===== src/hdl/iab_pkg.sv =====
`default_nettype none
package iab_pkg;
	// Widths of the data path and the register file.
	localparam int XLEN = 64;
	localparam int NREG = 32;
	localparam int RAW = 5;
	// Major opcodes.
	localparam logic [5:0] OP_SPECIAL = 6'h00;
	localparam logic [5:0] OP_SUM_IMM_TRAP = 6'h08;
	localparam logic [5:0] OP_SUM_IMM_NOTRAP = 6'h09;
	localparam logic [5:0] OP_CONJ_IMM = 6'h0c;
	localparam logic [5:0] OP_COP_ZERO = 6'h10;
	// Function codes under the special opcode.
	localparam logic [5:0] FN_SUM_TRAP = 6'h20;
	localparam logic [5:0] FN_SUM_NOTRAP = 6'h21;
	localparam logic [5:0] FN_CONJ = 6'h24;
	// Shift field value that the register forms require.
	localparam logic [4:0] SHIFT_ZERO = 5'h00;
	// Coprocessor branch selector and variant codes.
	localparam logic [4:0] COP_BRANCH_SEL = 5'h08;
	localparam logic [4:0] BR_FALSE = 5'h00;
	localparam logic [4:0] BR_TRUE = 5'h01;
	localparam logic [4:0] BR_FALSE_LIKELY = 5'h02;
	localparam logic [4:0] BR_TRUE_LIKELY = 5'h03;
	// Position of the condition flag in the status word.
	localparam int COND_HOLD_BIT = 18;
	// Distance from a branch to its delay-slot instruction, in bytes.
	localparam logic [63:0] SLOT_STEP = 64'h0000_0000_0000_0004;
	// Register index that always reads zero.
	localparam logic [4:0] REG_ZERO = 5'h00;

	// Instruction word split into its register-form fields.
	typedef struct packed {
		logic [5:0] op;
		logic [4:0] first_source_field;
		logic [4:0] second_source_field;
		logic [4:0] rd;
		logic [4:0] sh;
		logic [5:0] fn;
	} iab_instr_t;

	// Result write toward the register file.
	typedef struct packed {
		logic en;
		logic [4:0] addr;
		logic [63:0] data;
	} iab_wb_t;

	// Events reported to the rest of the core, one cycle each.
	typedef struct packed {
		logic ovf;
		logic cop_unusable;
		logic redirect;
		logic nullified;
	} iab_evt_t;

	// Delay-slot tracking states.
	typedef enum logic [2:0] {
		SLOT_NONE = 3'b001,
		SLOT_RUN = 3'b010,
		SLOT_NULL = 3'b100
	} iab_slot_t;
endpackage : iab_pkg
`default_nettype wire


===== src/hdl/iab_exec.sv =====
// How it works
// - Register signed add sums both sources into the destination; special opcode, zero shift.
// - Signed adds trap when carries out of bits 30 and 31 differ.
// - A trapping signed add leaves its destination register unchanged.
// - Immediate adds sign-extend the immediate, add first source, write second field.
// - Unsigned register and immediate adds never raise the overflow exception.
// - In 64-bit mode the 32-bit sum's bit 31 fills the upper half.
// - Register conjunction ANDs both sources into the destination, no exception.
// - Immediate conjunction zero-extends the immediate; result bits above 15 are zero.
// - Branch target is delay-slot address plus sign-extended offset shifted left two.
// - False branches redirect only when the condition flag is clear.
// - True branches redirect only when the condition flag is set.
// - A taken branch redirects after exactly one delay-slot instruction.
// - Likely branches not taken nullify the delay-slot instruction.
// - The condition flag is sampled one instruction before the branch.
// - Branch encoding and variants; each may raise coprocessor unusable.
// - Register zero reads zero; writes to it have no effect.
`default_nettype none
module iab_exec
	import iab_pkg::*;
#(
	parameter int REGS = NREG
) (
	// Clock and reset.
	input wire logic i_clk,
	input wire logic i_rst_n,
	// Instruction issue.
	input wire logic i_valid,
	input wire iab_instr_t i_instr,
	input wire logic [XLEN-1:0] i_pc,
	// Core state from the same clock domain.
	input wire logic i_mode64,
	input wire logic i_cop0_usable,
	input wire logic i_cond_flag,
	// Results and events.
	output iab_wb_t o_wb,
	output iab_evt_t o_evt,
	output logic [XLEN-1:0] o_target
);
	// Sign-extends a 32-bit value to the full width.
	function automatic logic [XLEN-1:0] sx32(input logic [31:0] v);
		sx32 = {{32{v[31]}}, v};
	endfunction : sx32

	// Execute-stage registers.
	logic ex_valid_ff;
	iab_instr_t ex_ins_ff;
	logic [XLEN-1:0] ex_pc_ff;
	logic ex_cond_ff;
	logic ex_m64_ff;
	logic ex_cu_ff;
	logic samp_ff;
	logic fwd_a_ff;
	logic fwd_b_ff;
	logic [XLEN-1:0] fwd_val_ff;
	iab_slot_t slot_ff;
	iab_slot_t nxt_slot;
	logic [XLEN-1:0] pend_tgt_ff;
	iab_wb_t wb_ff;
	iab_evt_t evt_ff;
	logic [XLEN-1:0] tgt_ff;
	logic [XLEN-1:0] rd_a;
	logic [XLEN-1:0] rd_b;
	iab_wb_t wb_now;

	// Register file, read when an instruction is issued.
	iab_gpr #(
		.W(XLEN),
		.DEPTH(REGS),
		.AW(RAW)
	) u_gpr (
		.i_clk(i_clk),
		.i_re(i_valid),
		.i_raddr_a(i_instr.first_source_field),
		.i_raddr_b(i_instr.second_source_field),
		.o_rdata_a(rd_a),
		.o_rdata_b(rd_b),
		.i_we(wb_now.en),
		.i_waddr(wb_now.addr),
		.i_wdata(wb_now.data)
	);

	// Operands, bypassing a write that landed in the read cycle.
	wire logic [XLEN-1:0] opnd_a = fwd_a_ff ? fwd_val_ff : rd_a;
	wire logic [XLEN-1:0] opnd_b = fwd_b_ff ? fwd_val_ff : rd_b;
	wire logic [15:0] imm = {ex_ins_ff.rd, ex_ins_ff.sh, ex_ins_ff.fn};
	wire logic [XLEN-1:0] imm_sx = {{48{imm[15]}}, imm};
	wire logic [XLEN-1:0] imm_zx = {48'h0000_0000_0000, imm};

	// Instruction decode.
	wire logic is_spec = (ex_ins_ff.op == OP_SPECIAL) && (ex_ins_ff.sh == SHIFT_ZERO);
	wire logic is_add = is_spec && (ex_ins_ff.fn == FN_SUM_TRAP);
	wire logic is_sum_no_trap = is_spec && (ex_ins_ff.fn == FN_SUM_NOTRAP);
	wire logic is_and = is_spec && (ex_ins_ff.fn == FN_CONJ);
	wire logic is_sum_immediate_with_trap = ex_ins_ff.op == OP_SUM_IMM_TRAP;
	wire logic is_sum_immediate_no_trap = ex_ins_ff.op == OP_SUM_IMM_NOTRAP;
	wire logic is_bitwise_conjunction_immediate = ex_ins_ff.op == OP_CONJ_IMM;
	wire logic is_bc = (ex_ins_ff.op == OP_COP_ZERO)
		&& (ex_ins_ff.first_source_field == COP_BRANCH_SEL)
		&& ((ex_ins_ff.second_source_field == BR_FALSE)
		|| (ex_ins_ff.second_source_field == BR_TRUE)
		|| (ex_ins_ff.second_source_field == BR_FALSE_LIKELY)
		|| (ex_ins_ff.second_source_field == BR_TRUE_LIKELY));
	wire logic is_sum = is_add || is_sum_no_trap || is_sum_immediate_with_trap || is_sum_immediate_no_trap;
	wire logic is_reg_form = is_add || is_sum_no_trap || is_and;
	wire logic writes = is_sum || is_and || is_bitwise_conjunction_immediate;

	// Adder on the low 32 bits, with the two carries for overflow.
	wire logic [XLEN-1:0] sum_b = (is_sum_immediate_with_trap || is_sum_immediate_no_trap) ? imm_sx : opnd_b;
	wire logic [31:0] low_sum = opnd_a[30:0] + sum_b[30:0];
	wire logic [32:0] sum33 = {1'b0, opnd_a[31:0]} + {1'b0, sum_b[31:0]};
	wire logic carry30 = low_sum[31];
	wire logic carry31 = sum33[32];
	wire logic trap_ovf = (is_add || is_sum_immediate_with_trap) && (carry30 ^ carry31);

	// Sum widening depends on the mode.
	wire logic [XLEN-1:0] sum_res = ex_m64_ff ? sx32(sum33[31:0])
		: {32'h0000_0000, sum33[31:0]};
	wire logic [XLEN-1:0] and_res = opnd_a & opnd_b;
	wire logic [XLEN-1:0] bitwise_conjunction_immediate_res = opnd_a & imm_zx;
	wire logic [XLEN-1:0] result = is_sum ? sum_res : (is_bitwise_conjunction_immediate ? bitwise_conjunction_immediate_res : and_res);

	// Instruction takes effect unless it is a nullified delay slot.
	wire logic live = ex_valid_ff && (slot_ff != SLOT_NULL);
	wire logic [4:0] dest = is_reg_form ? ex_ins_ff.rd : ex_ins_ff.second_source_field;

	// Write suppressed by overflow and for register zero.
	assign wb_now.en = live && writes && !trap_ovf && (dest != REG_ZERO);
	assign wb_now.addr = dest;
	assign wb_now.data = result;

	// Branch condition and target.
	wire logic br_ok = live && (slot_ff == SLOT_NONE) && is_bc && ex_cu_ff;
	wire logic want_true = ex_ins_ff.second_source_field[0];
	wire logic likely = ex_ins_ff.second_source_field[1];
	wire logic br_taken = br_ok && (want_true ? ex_cond_ff : !ex_cond_ff);
	wire logic [XLEN-1:0] off_sx = {{46{imm[15]}}, imm, 2'b00};
	wire logic [XLEN-1:0] tgt_raw = ex_pc_ff + SLOT_STEP + off_sx;
	wire logic [XLEN-1:0] br_tgt = ex_m64_ff ? tgt_raw : sx32(tgt_raw[31:0]);
	wire logic cu_exc = live && (slot_ff == SLOT_NONE) && is_bc && !ex_cu_ff;

	// Delay-slot sequencing.
	always_comb begin
		nxt_slot = slot_ff;
		if (ex_valid_ff) begin
			case (slot_ff)
				SLOT_NONE: begin
					if (br_taken) begin
						nxt_slot = SLOT_RUN;
					end else if (br_ok && likely) begin
						nxt_slot = SLOT_NULL;
					end else begin
						nxt_slot = SLOT_NONE;
					end
				end
				SLOT_RUN: nxt_slot = SLOT_NONE;
				SLOT_NULL: nxt_slot = SLOT_NONE;
				default: nxt_slot = SLOT_NONE;
			endcase
		end
	end

	// Issue capture and the flag sample of the previous instruction.
	always_ff @(posedge i_clk or negedge i_rst_n) begin
		if (!i_rst_n) begin
			ex_valid_ff <= 1'b0;
			samp_ff <= 1'b0;
			ex_cond_ff <= 1'b0;
		end else begin
			ex_valid_ff <= i_valid;
			if (i_valid) begin
				ex_cond_ff <= samp_ff;
				samp_ff <= i_cond_flag;
			end
		end
	end

	// Instruction fields and bypass selection.
	always_ff @(posedge i_clk or negedge i_rst_n) begin
		if (!i_rst_n) begin
			ex_ins_ff <= '0;
			ex_pc_ff <= '0;
			ex_m64_ff <= 1'b0;
			ex_cu_ff <= 1'b0;
			fwd_a_ff <= 1'b0;
			fwd_b_ff <= 1'b0;
			fwd_val_ff <= '0;
		end else if (i_valid) begin
			ex_ins_ff <= i_instr;
			ex_pc_ff <= i_pc;
			ex_m64_ff <= i_mode64;
			ex_cu_ff <= i_cop0_usable;
			fwd_a_ff <= wb_now.en && (wb_now.addr == i_instr.first_source_field);
			fwd_b_ff <= wb_now.en && (wb_now.addr == i_instr.second_source_field);
			fwd_val_ff <= wb_now.data;
		end
	end

	// Slot state and the pending target.
	always_ff @(posedge i_clk or negedge i_rst_n) begin
		if (!i_rst_n) begin
			slot_ff <= SLOT_NONE;
			pend_tgt_ff <= '0;
		end else begin
			slot_ff <= nxt_slot;
			if (br_taken) begin
				pend_tgt_ff <= br_tgt;
			end
		end
	end

	// Registered outputs; redirect goes with the delay slot's completion.
	always_ff @(posedge i_clk or negedge i_rst_n) begin
		if (!i_rst_n) begin
			wb_ff <= '0;
			evt_ff <= '0;
			tgt_ff <= '0;
		end else begin
			wb_ff <= wb_now;
			evt_ff.ovf <= live && trap_ovf;
			evt_ff.cop_unusable <= cu_exc;
			evt_ff.redirect <= ex_valid_ff && (slot_ff == SLOT_RUN);
			evt_ff.nullified <= ex_valid_ff && (slot_ff == SLOT_NULL);
			if (ex_valid_ff && (slot_ff == SLOT_RUN)) begin
				tgt_ff <= pend_tgt_ff;
			end
		end
	end

	assign o_wb = wb_ff;
	assign o_evt = evt_ff;
	assign o_target = tgt_ff;
endmodule : iab_exec
`default_nettype wire


===== src/hdl/iab_gpr.sv =====
`default_nettype none
module iab_gpr #(
	parameter int W = 64,
	parameter int DEPTH = 32,
	parameter int AW = 5
) (
	// Clock.
	input wire logic i_clk,
	// Read side, two ports sharing one enable.
	input wire logic i_re,
	input wire logic [AW-1:0] i_raddr_a,
	input wire logic [AW-1:0] i_raddr_b,
	output logic [W-1:0] o_rdata_a,
	output logic [W-1:0] o_rdata_b,
	// Write side.
	input wire logic i_we,
	input wire logic [AW-1:0] i_waddr,
	input wire logic [W-1:0] i_wdata
);
	logic [W-1:0] mem [DEPTH];
	wire logic wr_ok = i_we && (i_waddr != '0);

	// Register zero is never written.
	always_ff @(posedge i_clk) begin
		if (wr_ok) begin
			mem[i_waddr] <= i_wdata;
		end
	end

	// Registered reads; register zero always returns zero.
	always_ff @(posedge i_clk) begin
		if (i_re) begin
			o_rdata_a <= (i_raddr_a == '0) ? '0 : mem[i_raddr_a];
			o_rdata_b <= (i_raddr_b == '0) ? '0 : mem[i_raddr_b];
		end
	end
endmodule : iab_gpr
`default_nettype wire


===== config.mk =====
export PLATFORM = sky130hd
export DESIGN_NAME = iab_exec
export DESIGN_NICKNAME = d
export VERILOG_FILES = /design/src/hdl/iab_pkg.sv /design/src/hdl/iab_exec.sv /design/src/hdl/iab_gpr.sv
export SDC_FILE = /design/constraint.sdc
export NUM_CORES = 2
export LEC_CHECK = 0
export BUFFER_PORTS_ARGS = -buffer_cell sky130_fd_sc_hd__buf_2
export CORE_AREA = 2 2 477 479
export DETAILED_ROUTE_END_ITERATION = 8
export DIE_AREA = 0 0 479 481
export GPL_ROUTABILITY_DRIVEN = 0
export PLACE_DENSITY = 0.78
export SYNTH_ARGS = -nofsm -noshare
export SYNTH_HDL_FRONTEND = slang
export SYNTH_SLANG_ARGS = --single-unit
export TNS_END_PERCENT = 20

===== constraint.sdc =====
create_clock -name i_clk -period 17.8 [get_ports i_clk]
set_clock_uncertainty 0.1 [all_clocks]
set_input_delay 1.78 -clock i_clk [delete_from_list [all_inputs] [get_ports i_clk]]
set_output_delay 1.78 -clock i_clk [all_outputs]
set_load 0.05 [all_outputs]

== Word level (Yosys, flattened, before mapping) ==
Memories as Yosys holds them, arrays and structs flattened. A register that Yosys moved wholly into a read port is not among the register bits.
Index checks and enable logic that the tools add are counted.

* Register bits after elaboration: 372
* Memory bits (writable): 2048
* Input bits: 102
* Output and inout port bits: 138
* Memories: 1

{| class="wikitable"
|+ Memories
! memory !! words !! bits a word !! rd ports !! clocked after memory_dff !! write ports !! line !! RTL
|-
| u_gpr.mem || 32 || 64 || 2 || 2 || 1 || iab_gpr.sv:20 || <nowiki>logic [W-1:0] mem [DEPTH];</nowiki>
|}

* $add $sub $neg: 4
* Eq/ne operators: 17
* Multiplexer cells: 14
* Bitwise operators: 3
* Reductions and logical operators: 43

{| class="wikitable"
|+ Operator list
! operator !! number
|-
| $mux W64 || 6
|-
| $add A64 B3 Y64 const B || 1
|-
| $add A64 B64 Y64 || 1
|-
| $and A64 B16 Y64 || 1
|-
| $and A64 B64 Y64 || 1
|-
| $add A32 B32 Y33 || 1
|-
| $add A31 B31 Y32 || 1
|-
| $mux W32 || 1
|-
| $logic_and A1 B1 Y1 || 23
|-
| $logic_not A5 Y1 || 4
|-
| $eq A6 B4 Y1 const B || 3
|-
| $eq A6 B6 Y1 const B || 3
|-
| $logic_or A1 B1 Y1 || 11
|-
| $eq A5 B2 Y1 const B || 2
|-
| $eq A5 B5 Y1 || 2
|-
| $mux W3 || 3
|-
| $eq A6 B5 Y1 const B || 1
|-
| $logic_not A6 Y1 || 1
|-
| $eq A5 B1 Y1 const B || 1
|-
| $eq A5 B4 Y1 const B || 1
|-
| $mux W5 || 1
|-
| $reduce_bool A5 Y1 || 1
|-
| $eq A3 B1 Y1 const B || 1
|-
| $eq A3 B2 Y1 const B || 1
|-
| 5 further kinds || 9
|}

== Logic depth before layout (Yosys ltp) ==
* Depth in word-level cells: 14
* Gate-level depth with buffers: 19
* Depth with buffers taken out: 17

== Cells and area by module ==
Synthesis repeated with hierarchy kept, for this count alone.

* Cell total of the unflattened synthesis: 6929
* Area total of the unflattened synthesis: 119452.1 sq um

{| class="wikitable"
|+ By module, submodules not included
! module !! instances !! cells an instance !! area an instance (sq um) !! seq. area each (sq um)
|-
| iab_gpr || 1 || 4823 || 97737.5 || 65342.7
|-
| iab_exec || 1 || 2106 || 21714.6 || 9310.2
|}

== Worst setup path before layout ==
OpenSTA, ideal clock, no wires.

* Path type: register to register
* From: register ex_ins_ff[31] (netlist bit)
* To: memory u_gpr.mem[2][0], enable pin
* Data arrival time: 9948 ps
* Data required time: 17056 ps
* Setup slack: 7108 ps
* Cell stages (with the launch flop): 18
* Clock period less this slack: 10692 ps
* Cells stage by stage: dfrtp_1 -> or4b_1 -> nand2b_1 -> clkbuf_1 -> clkbuf_1 -> a21oi_1 -> ha_1 -> inv_1 -> fa_1 -> nand2b_1 -> a21oi_2 -> o2111ai_1 -> a21oi_1 -> nor2_1 -> o31ai_2 -> and3_4 -> o31ai_4 -> nor4_1

* Cells in the longest elaborated chain, start to end: 14
* Elaborated cells between the ends (all ways): 30
* Those cells by class: 2 x add/sub; 3 x eq/ne; 4 x mux; 1 x bitwise; 20 x reduce/logical

{| class="wikitable"
|+ Ends and longest elaborated chain
! what !! line !! RTL
|-
| start, declared || iab_exec.sv:47 || <nowiki>iab_instr_t ex_ins_ff;</nowiki>
|-
| start signal, assigned || iab_exec.sv:189 || <nowiki>ex_ins_ff <= i_instr;</nowiki>
|-
| parallel branches: the longest is 14 deep, another holds $add A32 B32 Y33 || -- ||
|-
| end, declared || iab_gpr.sv:20 ||
|}

Several ways; the timed one is not identified.

== Worst setup path after layout ==
* From: register ex_ins_ff[31] (netlist bit)
* To: memory u_gpr.mem[6][58], enable pin

The elaborated chain is that of the path after synthesis.

==> out/results.ini <==
[synth]
synth-seq-cells = 2548
synth_edf_count = 2176
synth_top_cell_area_share = 0.550
synth_flop_cell = edfxtp_1
synthesis.area_um2 = 119000
synthCells = 6146
yosysSeqAreaShare = 0.629
synthTopCellsByArea = edfxtp_1 55%, mux4_2 24%, dfrtp_1 7.8%
syn_area_per_cell_um2 = 19.3
async_flop_share = 0.146
ys_warn_count = 0
synthTopCellsByCount = 2176 x edfxtp_1, 1280 x mux4_2, 371 x dfrtp_1, 305 x clkbuf_1, 266 x nor2_1
yosys.cell_count.top_type = edfxtp_1
synth_largest_area_cell = edfxtp_1
yosysUniqueCellTypes = 74

[grt]
grt_pass1_vias = 70386
grt_max_degree = 135
grt-ovfl-total = 0
antenna_found_initial = 13
grt_util_all_layers = 0.298
grt_first_pass_wirelength_mm = 496

[sta]
fin_ws_ps = 10170
rsz0062_at_grt = false
relSlewSlack = 0.0351
min_period_ps = 7630
finalCritPeriodShare = 0.429
maxClockFrequency_mhz = 131
tightestPinTransition_ps = 1450
hold_slack_ps = 371
setup_tns_ps = 0
slew_viol_final = 0
setup_viol = 0
final_hold_viol_count = 0

[routing]
drc = 0
vias = 69172
via_per_inst = 7.13
drtPass1Iterations = 6
wl_per_cell_um = 35.3
ant_nets = 0
wirelength_mm = 342
drtIter0Drc = 10494

[power]
ir_drop_mv = 0.115
seq_power_share = 0.478
p_int_w = 0.0107
comb_power_share = 0.123
p_per_area_nw_per_um2 = 106
power_frac_clock = 0.399
switching_share = 0.246
p_leak_nw = 45.8
switchingPower_w = 0.00350

[finish]
fin_area_um2 = 134000
area_growth_pct = 12.5
layout.nets = 6741
drive_above_1_share = 0.368
fin_util = 0.592

[clock_network]
clock_sinks = 2548
cts_max_path_buffers = 4
root_buffer = clkbuf_16
numCtsBuffers = 280
hold_buffers = 0
cts_tree = built
post_cts_resized = 0
cts_setup_buffers = 0
clkTransAtPathRegs_ps = 60
clock_latency_ps = 970
htree_levels = 5

[die]
coreArea_um2 = 226000
dieHeight_um = 481
start_util = 0.526
fp.dieArea_um2 = 230000
num_rows = 175
ios = 240
die_x_um = 479

[placement]
dp_slack_ps = 10410
dp.final_hpwl_mm = 192
numPortBuffers = 239
place_area_um2 = 125000

[worst_setup_path]
crit_type = reg -> reg
cp-start-kind = register
worstPathRequired_ps = 18250
cp_max_fo = 51
cp_data_arrival_time_ps = 8090
end_kind = register

[worst_hold_path]
hp-class = reg -> reg

[flow_run]
max_cap_violations = 0

[status]
status = finished clean

-- worst paths after layout --
path | from | endpoint | slack [ps] | depth (start not counted)
setup / recovery | ex_ins_ff[31] | u_gpr.mem[6][58] | 10170 | 19
hold / removal | pend_tgt_ff[4] | pend_tgt_ff[4] | 370 | 2
setup reg to reg | ex_ins_ff[31] | u_gpr.mem[6][58] | 10170 | 19
hold reg to reg | pend_tgt_ff[4] | pend_tgt_ff[4] | 370 | 2
max in group asynchronous | i_rst_n | ex_ins_ff[15] | 13970 | 4
min in group asynchronous | i_rst_n | fwd_val_ff[52] | 660 | 1
-- per-stage QoR --
step / std cells / total power (W)
floorplan: 6209 / 0.00807
global placement: 9209 / 0.00860
detailed placement: 9209 / 0.00864
CTS: 9695 / 0.0143
global route: 9699 / 0.0146
finish: 9705 / 0.0142
-- power groups by stage --
| stage | clock [W] | sequential, W | combinational [W] |
|---|---|---|---|
| detailed placement | 0 | 0.00692 | 0.00171 |
| global placement | 0 | 0.00692 | 0.00168 |
| floorplan | 0 | 0.00696 | 0.00111 |
| global route | 0.00595 | 0.00681 | 0.00186 |
| finish | 0.00568 | 0.00680 | 0.00175 |
| CTS | 0.00572 | 0.00680 | 0.00173 |
-- sequential cells by signal, summed over array words and instances (netlist names) --
name and flops:
u_gpr.mem 2048, o_wb 70, ex_pc_ff 64, fwd_val_ff 64, o_target 64, pend_tgt_ff 64, u_gpr.o_rdata_a 64, u_gpr.o_rdata_b 64
ex_ins_ff 32, o_evt 4, slot_ff 3, ex_cond_ff 1, ex_cu_ff 1, ex_m64_ff 1, ex_valid_ff 1, fwd_a_ff 1
fwd_b_ff 1, samp_ff 1
-- per-layer routing --
layer,GRT usage,vias to the layer above,wire (um)
met5,0,-,85
met4,0.143,14,19500
met3,0.0741,1094,42700
met2,0.471,5547,163000
met1,0.391,35977,117000
li1,-,26540,-
-- cell families (layout without fill, tap and decap cells) --
logic type,Yosys count,after routing,share of synthesized area
flops,2548,2548,0.629
xor+xnor,95,95,0.00701
simple gates,603,603,0.0223
fa+ha+maj,155,155,0.0165
mux,1708,1708,0.281
compound gates,558,558,0.0288
other cells,1,72,0.0000316
buf+inv,478,957,0.0154
-- layout by cell type, fill, tap and decap left out, types with 18 or more instances in the layout --
master and count:
nor3_2 22, o21ai_0 119, a21oi_1 190, nor3_1 24, a21o_1 38, mux2i_1 178, bufinv_16 18, xnor2_1 55
mux2_2 250, nand4_1 26, mux4_2 1280, ha_1 153, clkinv_2 28, nor2_1 255, clkbuf_8 35, conb_1 64
xor2_1 40, nand2_1 172, o22ai_1 38, edfxtp_1 2176, buf_2 227, dfrtp_1 368, clkbuf_16 284, o31ai_4 38
clkbuf_1 75, inv_1 51, buf_4 171, clkinv_1 27
-- final cells by class --
cell class / instances / area [um^2]
fillers: 15509 / 92100
multi-input cells: 3183 / 43400
inverters: 51 / 191
clock buffers: 393 / 7850
diodes: 8 / 20.0
repair buffers: 420 / 2790
clock inverters: 93 / 970
well taps: 3009 / 3760
flip-flops and latches: 2548 / 74700
-- worst max-delay path: stages, from the launching register on --
cell and delay [ps]:
dfrtp_1 400, or4b_1 600, nand2b_2 220, buf_4 290, nor2_1 920, a21oi_1 120, ha_1 440, nand2_1 100
o21ai_0 350, o221ai_1 160, a21oi_1 210, nor2_1 120, o31ai_2 330, and3_4 270, o31ai_4 70, buf_4 290
or3_1 700, nor2_4 200, buf_4 550, buf_4 660
Note: power is estimated with default switching activity, not from simulation.
